File: config.mk
export PLATFORM = sky130hd
export DESIGN_NAME = chdm_calendar
export DESIGN_NICKNAME = d
export VERILOG_FILES = /design/src/hdl/chdm_pkg.sv /design/src/hdl/chdm_bcd_inc.sv /design/src/hdl/chdm_calendar.sv
export VERILOG_INCLUDE_DIRS = /design/src /design/src/hdl
export SDC_FILE = /design/constraint.sdc
export NUM_CORES = 1
export LEC_CHECK = 0
export BUFFER_PORTS_ARGS = -buffer_cell sky130_fd_sc_hd__buf_2
export CELL_PAD_IN_SITES_DETAIL_PLACEMENT = 1
export CELL_PAD_IN_SITES_GLOBAL_PLACEMENT = 1
export CORE_MARGIN = 2
export CORE_UTILIZATION = 42
export CTS_CLUSTER_DIAMETER = 50
export DETAILED_ROUTE_END_ITERATION = 10
export PLACE_DENSITY_LB_ADDON = 0.1
export SLEW_MARGIN = 10
export SYNTH_ARGS = -nofsm -noshare
export SYNTH_HDL_FRONTEND = slang
export SYNTH_SLANG_ARGS = --single-unit
export TNS_END_PERCENT = 5
File: constraint.sdc
create_clock -name clock_i -period 2.98 [get_ports clock_i]
set_input_delay 0.447 -clock clock_i [delete_from_list [all_inputs] [get_ports clock_i]]
set_output_delay 0.447 -clock clock_i [all_outputs]
set_load 0.005 [all_outputs]
File: src/hdl/chdm_consts.svh
// chdm_consts.svh: offsets, field positions and reset values of the calendar block
// assumes inclusion by its bare name from hdl/
`ifndef CHDM_CONSTS_SVH
`define CHDM_CONSTS_SVH

`define CHDM_ADDR_HOUR       8'h0A
`define CHDM_ADDR_DAY        8'h0B
`define CHDM_ADDR_WDAY       8'h0C
`define CHDM_ADDR_MONTH      8'h0D
`define CHDM_HOUR_FMT_BIT    6
`define CHDM_HOUR_PM_BIT     5
`define CHDM_RST_HOUR        8'h00
`define CHDM_RST_DAY         8'h01
`define CHDM_RST_WDAY        8'h01
`define CHDM_RST_MONTH       8'h01
`define CHDM_FEB             5'h02
`define CHDM_DEC             5'h12

`endif

File: src/hdl/chdm_pkg.sv
// chdm_pkg.sv: types of the calendar block
// assumes nothing beyond a SystemVerilog compiler
`default_nettype none
package chdm_pkg;
  typedef logic [7:0] chdm_bcd_t;
  typedef enum logic [1:0] {
    CHDM_SEL_HOUR,
    CHDM_SEL_DAY,
    CHDM_SEL_WDAY,
    CHDM_SEL_MONTH
  } chdm_sel_t;
endpackage
`default_nettype wire

File: src/hdl/chdm_bcd_inc.sv
// chdm_bcd_inc.sv: combinational BCD increment with wrap to a given value
// assumes inputs are valid BCD below or equal to the limit
`timescale 1ns/1ps
`default_nettype none
module chdm_bcd_inc
  import chdm_pkg::*;
(
  // operand
  input  wire logic      [7:0] value_i,
  input  wire logic      [7:0] limit_i,
  input  wire logic      [7:0] wrap_i,
  // result
  output logic           [7:0] next_o,
  output logic                 wrapped_o
);
  always_comb begin
    wrapped_o = (value_i >= limit_i);
    if (wrapped_o) begin
      next_o = wrap_i;
    end else if (value_i[3:0] == 4'h9) begin
      next_o = {value_i[7:4] + 4'h1, 4'h0};
    end else begin
      next_o = {value_i[7:4], value_i[3:0] + 4'h1};
    end
  end
endmodule
`default_nettype wire

File: src/hdl/chdm_calendar.sv
// chdm_calendar.sv: hour, day-of-month, weekday and month registers with carry chain
// assumes hour_tick_i from the minutes stage, year_i from the years stage, one bus write per cycle
`timescale 1ns/1ps
`default_nettype none
`include "chdm_consts.svh"
module chdm_calendar
  import chdm_pkg::*;
(
  // clock and reset
  input  wire logic       clock_i,
  input  wire logic       rst_i,
  // carry in from minutes and year value
  input  wire logic       hour_tick_i,
  input  wire logic [7:0] year_i,
  // register access
  input  wire logic [7:0] addr_i,
  input  wire logic       wr_en_i,
  input  wire logic [7:0] wr_data_i,
  output logic      [7:0] rd_data_o,
  // carry out to years
  output logic            year_tick_o
);
  chdm_bcd_t hour;
  chdm_bcd_t day;
  chdm_bcd_t wday;
  chdm_bcd_t month;
  chdm_bcd_t next_hour;
  chdm_bcd_t next_day;
  chdm_bcd_t next_wday;
  chdm_bcd_t next_month;
  chdm_bcd_t next_rd_data;
  logic      next_year_tick;
  logic      year_tick;
  logic      day_end;
  logic      month_end;
  logic      day_wrap;
  logic      month_wrap;
  logic      twelve_mode;
  logic      pm;
  logic [7:0] hour_body;
  logic [7:0] hour_inc;
  logic [7:0] hour_limit;
  logic [7:0] hour_wrapv;
  logic [7:0] day_inc;
  logic [7:0] month_inc;
  logic [7:0] month_len;
  chdm_sel_t bus_sel;
  logic      bus_hit;
  logic      wr_hour;
  logic      wr_day;
  logic      wr_wday;
  logic      wr_month;

  function automatic logic [7:0] days_in_month(input logic [4:0] m, input logic [7:0] y);
    logic leap;
    // an odd tens digit adds ten, which is two modulo four
    leap = ((y[4] ? 2'h2 : 2'h0) + y[1:0]) == 2'h0;
    if (m == `CHDM_FEB) begin
      days_in_month = leap ? 8'h29 : 8'h28;
    end else if (m == 5'h04 || m == 5'h06 || m == 5'h09 || m == 5'h11) begin
      days_in_month = 8'h30;
    end else begin
      days_in_month = 8'h31;
    end
  endfunction

  // register behind a bus address; meaningful only where addr_mapped is true
  function automatic chdm_sel_t addr_to_sel(input logic [7:0] a);
    case (a)
      `CHDM_ADDR_DAY:   addr_to_sel = CHDM_SEL_DAY;
      `CHDM_ADDR_WDAY:  addr_to_sel = CHDM_SEL_WDAY;
      `CHDM_ADDR_MONTH: addr_to_sel = CHDM_SEL_MONTH;
      default:          addr_to_sel = CHDM_SEL_HOUR;
    endcase
  endfunction

  function automatic logic addr_mapped(input logic [7:0] a);
    addr_mapped = (a >= `CHDM_ADDR_HOUR) && (a <= `CHDM_ADDR_MONTH);
  endfunction

  assign twelve_mode = hour[`CHDM_HOUR_FMT_BIT];
  assign pm          = hour[`CHDM_HOUR_PM_BIT];
  assign month_len   = days_in_month(month[4:0], year_i);

  always_comb begin
    if (twelve_mode) begin
      hour_body  = {3'h0, hour[4:0]};
      hour_limit = 8'h12;
      hour_wrapv = 8'h01;
    end else begin
      hour_body  = {2'h0, hour[5:0]};
      hour_limit = 8'h23;
      hour_wrapv = 8'h00;
    end
  end

  chdm_bcd_inc u_hour (
    .value_i   (hour_body),
    .limit_i   (hour_limit),
    .wrap_i    (hour_wrapv),
    .next_o    (hour_inc),
    .wrapped_o ()
  );
  chdm_bcd_inc u_day (
    .value_i   (day),
    .limit_i   (month_len),
    .wrap_i    (8'h01),
    .next_o    (day_inc),
    .wrapped_o (day_wrap)
  );
  chdm_bcd_inc u_month (
    .value_i   (month),
    .limit_i   ({3'h0, `CHDM_DEC}),
    .wrap_i    (8'h01),
    .next_o    (month_inc),
    .wrapped_o (month_wrap)
  );

  // one decode of the bus address serves both the write strobes and the read mux
  assign bus_sel  = addr_to_sel(addr_i);
  assign bus_hit  = addr_mapped(addr_i);
  assign wr_hour  = wr_en_i && bus_hit && (bus_sel == CHDM_SEL_HOUR);
  assign wr_day   = wr_en_i && bus_hit && (bus_sel == CHDM_SEL_DAY);
  assign wr_wday  = wr_en_i && bus_hit && (bus_sel == CHDM_SEL_WDAY);
  assign wr_month = wr_en_i && bus_hit && (bus_sel == CHDM_SEL_MONTH);

  // last hour of the day: 11 PM in 12-hour form, 23 in 24-hour form
  always_comb begin
    if (twelve_mode) begin
      day_end = hour_tick_i && pm && (hour[4:0] == 5'h11);
    end else begin
      day_end = hour_tick_i && (hour[5:0] == 6'h23);
    end
    month_end = day_end && day_wrap;
  end

  // hour group: the hourly carry counts, a host write wins over a same-cycle count
  always_comb begin
    next_hour = hour;
    if (hour_tick_i) begin
      if (twelve_mode) begin
        // 11 flips AM/PM, 12 goes to 1 without flipping
        next_hour = {1'b0, 1'b1, pm ^ (hour[4:0] == 5'h11), hour_inc[4:0]};
      end else begin
        next_hour = {2'h0, hour_inc[5:0]};
      end
    end
    // written values are trusted to be valid; only bit 7 is dropped
    if (wr_hour) begin
      next_hour = {1'b0, wr_data_i[6:0]};
    end
  end

  always_ff @(posedge clock_i) begin
    if (rst_i) begin
      hour <= `CHDM_RST_HOUR;
    end else begin
      hour <= next_hour;
    end
  end

  // day and weekday group: both step at the end of the day
  always_comb begin
    next_day  = day;
    next_wday = wday;
    if (day_end) begin
      next_day  = day_inc;
      // a written code of 0 also lands on 1 here
      next_wday = (wday[2:0] == 3'h7) ? 8'h01 : {5'h0, wday[2:0] + 3'h1};
    end
    if (wr_day) begin
      next_day = {2'h0, wr_data_i[5:0]};
    end
    if (wr_wday) begin
      next_wday = {5'h0, wr_data_i[2:0]};
    end
  end

  always_ff @(posedge clock_i) begin
    if (rst_i) begin
      day  <= `CHDM_RST_DAY;
      wday <= `CHDM_RST_WDAY;
    end else begin
      day  <= next_day;
      wday <= next_wday;
    end
  end

  // month group: steps when the day wraps; December wrapping carries into the year
  always_comb begin
    next_month     = month;
    next_year_tick = 1'b0;
    if (month_end) begin
      next_month     = month_inc;
      next_year_tick = month_wrap;
    end
    if (wr_month) begin
      next_month = {3'h0, wr_data_i[4:0]};
    end
  end

  always_ff @(posedge clock_i) begin
    if (rst_i) begin
      month     <= `CHDM_RST_MONTH;
      year_tick <= 1'b0;
    end else begin
      month     <= next_month;
      year_tick <= next_year_tick;
    end
  end

  // read group: the value before any same-edge write; unmapped addresses read zero
  always_comb begin
    next_rd_data = 8'h00;
    if (bus_hit) begin
      unique case (bus_sel)
        CHDM_SEL_HOUR:  next_rd_data = hour;
        CHDM_SEL_DAY:   next_rd_data = day;
        CHDM_SEL_WDAY:  next_rd_data = wday;
        CHDM_SEL_MONTH: next_rd_data = month;
      endcase
    end
  end

  always_ff @(posedge clock_i) begin
    if (rst_i) begin
      rd_data_o <= 8'h00;
    end else begin
      rd_data_o <= next_rd_data;
    end
  end

  assign year_tick_o = year_tick;
endmodule
`default_nettype wire

==> metrics.csv, run 1 <==
stage,metric,value,unit
status,status,"finished, final reports clean",
critical_path,crit_path_top_delay_cell,or4_1,
critical_path,crit_path_start_kind,flip-flop,
placement,io_buffers,30,
job,cap_viol_max_count,0,
critical_path,regToRegSetupSlack,0.40,ns
critical_path,worstReg2RegStart,month[1]$_SDFFE_PP0P_,
layout,final_area,0.00274,mm2
yosys,ys_types,62,
floorplanning,start_util,43.8,%
detailed_routing,first_pass_iters,4,
layout,multi_input_area,0.00160,mm2
detailed_routing,wl,7420,um
clock_network,cts.reportedPaths.clkPinSlew,0.08,ns
placement,gp_congestion,0.833,
global_route,grt_max_degree,29,
layout,drive_above_1_share,19.3,%
critical_path,setup.worst_path.end,month[2]$_SDFFE_PP0P_,
power,leakage,1.07,nW
critical_path,cp_max_fo,6,
detailed_routing,drc_errors,0,
critical_path,worst-setup-path-type,flip-flop to flip-flop,
critical_path,r2r-end,month[2]$_SDFFE_PP0P_,
placement,place_hpwl,5650,um
sta,period_needed,2.58,ns
floorplanning,ios,37,
global_route,antenna_found_initial,0,
yosys,ys_warn_count,0,
yosys,synth_ff_type,dfxtp_1,
layout,antenna_cells,0,
sta,setup_viol,0,
sta,maxSlewViolCount,0,
yosys,seq_area_frac_synth,28.7,%
clock_network,worstSkewPairLatency,0.30,ns
global_route,grt_pass1_vias,2385,
floorplanning,core,0.00557,mm2
placement,dp_slack,0.169,ns
detailed_routing,drt-wirelength-per-cell,18.4,um
detailed_routing,vias,2391,
yosys,synth-seq-cells,35,
clock_network,cts_buffers,5,
critical_path,setup.worst_path.start,month[1]$_SDFFE_PP0P_,
clock_network,cts_hold_buf,0,
detailed_routing,first_iter_violations,88,
sta,finalSetupTns,0,ns
layout,regArea,701,um2
clock_network,post-cts-setup-buffer-count,0,
critical_path,cp.required,3.21,ns
sta,timing.slew.headroom,32.8,%
yosys,synthesis.area,0.00244,mm2
clock_network,clock-sinks,35,
yosys,syn_avg_cell_area,8.06,um2
yosys,syn_nets,345,
layout,synthToLayoutAreaGrowth,12.1,%
global_route,globalRouteTotalUtil,24.6,%
global_route,grt_overflow,0,
floorplanning,die_w,80.3,um
floorplanning,rows,27,
worst_hold_path,min_from,wr_data_i[6],
global_route,grt_first_pass_wirelength,12300,um
clock_network,htreeDepth,2,
sta,skew,0.00874,ns
layout,fillers,712,
clock_network,tritoncts,yes,
critical_path,reg2reg_depth,9,
clock_network,cts-resized-gates,0,
yosys,synth_edf_count,0,
sta,worst_pin_slew,0.995,ns
floorplanning,die-height,80.3,um
clock_network,root_buffer,clkbuf_8,
sta,worst_slack,0.405,ns
sta,hold_slack,0.385,ns
power,vdd_drop_max,212,uV
worst_hold_path,hold_depth,3,
layout,layout_commonest_cell,dfxtp_1,
critical_path,arrival,2.80,ns
layout,nNetsFinal,372,
detailed_routing,avgViaCountPerCell,5.93,
clock_network,clock_path_buffers,2,
placement,placedInstanceArea,0.00265,mm2
critical_path,setup.worst_path.end_class,flip-flop,
critical_path,slowest_delay,0.51,ns
yosys,synth_cells,303,
yosys,async_flop_share,0,%
critical_path,crit_path_cell_trace,o21ai_0 -> a2111oi_0 -> a21oi_1 -> ha_1 -> nor4b_1 -> nor2_1 -> o21ai_1 -> or4_1 -> a31oi_1,
sta,period_share,86.4,%
detailed_routing,ant_nets,0,
sta,hold_viol_final,0,
power,powerDensity,337,mW/mm2
worst_hold_path,hold_class,input port to flip-flop,
layout,mostFrequentLayoutCells,"dfxtp_1 (35), buf_2 (30), nor2_1 (29), a21oi_1 (19), nand2_1 (18)",
sta,rsz0062_at_grt,false,
sta,clock.fmax,0.388,GHz
floorplanning,die_area,0.00644,mm2
==> power breakdown <==
group          internal (mW)  total [mW]  switching [mW]
Clock                  0.164       0.352           0.189
Combinational         0.0351      0.0911          0.0560
Sequential             0.472       0.480         0.00840
Total                  0.670       0.923           0.253
==> critical path: cells and delay by family, from the launching register on <==
kind / cells / cell delay, ns
flip-flops: 1 / 0.42
AO/OA/AOI/OAI: 5 / 0.93
AND/OR/NAND/NOR: 3 / 0.86
adder cells (fa/ha/maj): 1 / 0.29
==> cells in the mapped netlist, types with 2 or more instances <==
master    instances  area (um2)
a211o_1           3        26.3
a211oi_1         12        90.1
a21o_1            4        30.0
a21oi_1          19        95.1
a311oi_1          4        35.0
a31oi_1           9        56.3
a32oi_1           6        52.6
and3_1            7        43.8
buf_2             4        20.0
buf_4             2        15.0
buf_6             2        22.5
clkbuf_1         10        37.5
dfxtp_1          35         701
ha_1             14         175
inv_1            11        41.3
mux2i_1           7        70.1
nand2_1          18        67.6
nand2b_1          5        31.3
nand3_1          14        70.1
nand4b_1          2        17.5
nor2_1           29         109
nor2b_1           5        31.3
nor3_1           11        55.1
nor3_2            4        40.0
nor4_1            2        12.5
nor4b_1           2        17.5
o211ai_1          3        22.5
o21ai_0          16        80.1
o21bai_1          3        22.5
o31ai_1           4        30.0
or2_2             2        12.5
or4_1             2        15.0
xnor2_1           2        17.5
xor2_1            2        17.5
==> stage by stage <==
| step | utilization [%] | cells | power (mW) |
|---|---|---|---|
| after floorplan | - | 303 | 0.544 |
| after global placement | 47.6 | 395 | 0.579 |
| after detailed placement | 47.6 | 395 | 0.581 |
| after CTS | 49.1 | 403 | 0.929 |
| after global routing | 49.1 | 403 | 0.956 |
| final | 49.1 | 403 | 0.923 |
==> sequential cells by signal (all words and copies together) (netlist names) <==
register	cells
day	8
rd_data_o	8
wday	3
year_tick_o	1
month	8
hour	7
==> how the worst min path moves through the flow <==
stage               slack [ns]                      end
global route              0.41     hour[6]$_SDFFE_PP0P_
detailed placement        0.55  rd_data_o[1]$_SDFF_PP0_
finish                    0.39     hour[6]$_SDFFE_PP0P_
CTS                       0.39     hour[6]$_SDFFE_PP0P_
global placement          0.54  rd_data_o[1]$_SDFF_PP0_
floorplan                 0.48  rd_data_o[1]$_SDFF_PP0_
==> metal layers <==
metal / GRT usage [%] / vias to the layer above / wire length, um
met5: 0 / - / 0
met4: 5.59 / 0 / 72
met3: 2.70 / 5 / 315
met2: 42.0 / 49 / 3500
met1: 33.1 / 1148 / 3530
li1: - / 1189 / -
==> logic make-up (layout without fill, tap and decap cells) <==
logic type      after synthesis  in the layout  synth area share, %
simple gates                114            114                 25.5
compound gates               98             98                 28.4
fa+ha+maj                    14             14                 7.17
mux                           7              7                 2.87
buf+inv                      31             59                 5.94
flops                        35             35                 28.7
xor+xnor                      4              4                 1.43
==> area by class of cell <==
class | instances | share of cell area, %
multi-input combinational | 237 | 58.3
sequential | 35 | 25.6
timing repair buffer | 40 | 8.22
tap | 72 | 3.29
clock buffer | 6 | 2.65
inverter | 11 | 1.51
clock inverter | 2 | 0.457
Power figures use the tool's default switching activity.
==> inputs of run 2 (changes only) <==
Settings changed: CORE_MARGIN 2 to unset, CTS_BUF_LIST set to sky130_fd_sc_hd__clkbuf_16.
==> run 2 against run 1 <==
  * Global-route usage rose by 1.2 points
  * Clock power increased by 36%
  * Sequential share of layout area decreased by 0.54 points
  * Largest cell class unchanged
==> metrics.csv, run 2 (synthesized netlist as in run 1, its figures left out) <==
stage,metric,value,unit,change
status,status,"finished, final reports clean",,
placement,dp.cells,396,,+0.25%
critical_path,cp_max_fo,10,,+4
placement,place_hpwl,5560,um,-1.6%
floorplanning,die_w,78.3,um,-2.5%
sta,finalSetupTns,0,ns,unchanged
sta,skew,0.00195,ns,-0.00679 ns
clock_network,cts.reportedPaths.clkPinSlew,0.05,ns,-0.03 ns
global_route,grt_pass1_vias,2368,,-0.71%
layout,mostFrequentLayoutCells,"dfxtp_1 (35), buf_2 (30), nor2_1 (29), a21oi_1 (19), nand2_1 (18)",,
sta,setup_viol,0,,unchanged
global_route,use_met2,40.5,%,-1.5 points
layout,antenna_cells,0,,unchanged
critical_path,reg2reg_depth,10,,+1
floorplanning,rows,27,,unchanged
critical_path,crit_path_start_kind,flip-flop,,
worst_hold_path,hold_end,hour[6]$_SDFFE_PP0P_,,
layout,fillers,704,,-1.1%
power,powerDensity,377,mW/mm2,+12%
floorplanning,core,0.00554,mm2,-0.61%
sta,rsz0062_at_grt,false,,
sta,maxSlewViolCount,0,,unchanged
clock_network,cts-resized-gates,0,,unchanged
critical_path,cp.required,3.13,ns,-0.08 ns
critical_path,worstReg2RegStart,month[1]$_SDFFE_PP0P_,,
clock_network,cts_hold_buf,0,,unchanged
floorplanning,die_area,0.00612,mm2,-4.9%
detailed_routing,wl,7470,um,+0.69%
sta,clock.fmax,0.378,GHz,-2.6%
layout,final_util,50.5,%,+1.4 points
worst_hold_path,hold_class,input port to flip-flop,,
clock_network,clock_path_buffers,2,,unchanged
sta,hold_viol_final,0,,unchanged
clock_network,post-cts-setup-buffer-count,0,,unchanged
floorplanning,ios,37,,unchanged
clock_network,root_buffer,clkbuf_16,,
critical_path,r2r-end,month[0]$_SDFFE_PP1P_,,
sta,worst_pin_slew,0.685,ns,-0.310 ns
power,leakage,1.10,nW,+3.1%
global_route,grt_max_degree,29,,unchanged
global_route,antenna_found_initial,0,,unchanged
detailed_routing,ant_nets,0,,unchanged
clock_network,cts_buffers,5,,unchanged
layout,layout_commonest_cell,dfxtp_1,,
sta,period_needed,2.64,ns,+0.0693 ns
global_route,grt_overflow,0,,unchanged
clock_network,worstSkewPairLatency,0.27,ns,-0.03 ns
floorplanning,die-height,78.3,um,-2.5%
global_route,grt_first_pass_wirelength,12200,um,-0.11%
global_route,use_met1,36.5,%,+3.5 points
global_route,grt_busiest_layer,met2,,
global_route,use_met3,3.37,%,+0.68 points
detailed_routing,drc_errors,0,,unchanged
critical_path,setup.worst_path.end_class,flip-flop,,
layout,synthToLayoutAreaGrowth,14.5,%,
layout,largest_registers,"day (8), month (8), rd_data_o (8)",,
floorplanning,start_util,44.1,%,+0.27 points
critical_path,regToRegSetupSlack,0.34,ns,-0.07 ns
worst_hold_path,min_from,wr_data_i[6],,
layout,drive_above_1_share,19.0,%,-0.36 points
sta,period_share,88.7,%,+2.3 points
layout,nNetsFinal,373,,+0.27%
power,power,1.05,mW,+14%
placement,gp_congestion,0.864,,+3.7%
clock_network,clock-sinks,35,,unchanged
global_route,globalRouteTotalUtil,25.8,%,+1.2 points
detailed_routing,first_pass_iters,4,,unchanged
sta,timing.slew.headroom,54.0,%,+21 points
placement,io_buffers,30,,unchanged
worst_hold_path,hold_depth,3,,unchanged
detailed_routing,drt-wirelength-per-cell,18.5,um,+0.44%
clock_network,tritoncts,yes,,
critical_path,arrival,2.79,ns,about the same
power,vdd_drop_max,270,uV,+28%
critical_path,worst-setup-path-type,flip-flop to flip-flop,,
detailed_routing,first_iter_violations,148,,+68%
job,cap_viol_max_count,0,,unchanged
layout,fin_cells,404,,+0.25%
clock_network,htreeDepth,2,,unchanged
detailed_routing,vias,2443,,+2.2%
detailed_routing,avgViaCountPerCell,6.05,,+1.9%
run 2: changes by cell type in the layout (fill, tap and decap cells not counted), sizes merged:
cell	previous run	this run
buf	40	41
clkbuf	6	5
clkinv	1	2
clkinvlp	1	0
inv	11	12
run 2: where the power goes:
group | switching (mW) | internal, mW
registers | 0.00858 | 0.473
clock network | 0.180 | 0.300
logic | 0.0568 | 0.0352
run 2: critical path, cell delays in order, from the launching register on:
cell	delay, ns
dfxtp_1	0.34
buf_4	0.18
nand2_1	0.06
or4_1	0.44
ha_1	0.30
nand3_1	0.08
nor2_1	0.33
o21a_1	0.34
buf_4	0.20
mux2i_1	0.17
o21ai_0	0.09
run 2: stage by stage:
stage,cell area [um2],setup slack (ns),hold slack [ns]
after floorplan,2440,0.426,0.484
after global placement,2660,0.136,0.540
after detailed placement,2660,0.0467,0.526
after CTS,2800,0.334,0.430
after global routing,2800,0.0592,0.441
final,2800,0.336,0.433
run 2: how the worst max path moves through the flow:
stage | from | endpoint | slack (ns)
finish | month[1]$_SDFFE_PP0P_ | month[0]$_SDFFE_PP1P_ | 0.34
detailed placement | year_i[4] | month[0]$_SDFFE_PP1P_ | 0.05
floorplan | month[1]$_SDFFE_PP0P_ | month[2]$_SDFFE_PP0P_ | 0.43
global placement | year_i[4] | month[0]$_SDFFE_PP1P_ | 0.14
global route | year_i[4] | month[7]$_SDFFE_PP0P_ | 0.06
CTS | month[1]$_SDFFE_PP0P_ | month[0]$_SDFFE_PP1P_ | 0.33
run 2: final cells by class:
class,instances,area [um2],share of cell area (%)
inverter,11,41.3,1.48
sequential,35,701,25.0
timing repair buffer,41,233,8.32
multi-input combinational,237,1600,57.1
clock inverter,3,11.3,0.403
clock buffer,5,125,4.47
tap,72,90.1,3.22
run 2: layer usage:
| metal | share of wire (%) | routed length, um | vias up |
|---|---|---|---|
| met2 | 45 | 3370 | 64 |
| met3 | 3.9 | 292 | 9 |
| met1 | 49 | 3680 | 1176 |
| met4 | 1.6 | 120 | 0 |
| li1 | - | - | 1194 |
| met5 | 0 | 0 | - |
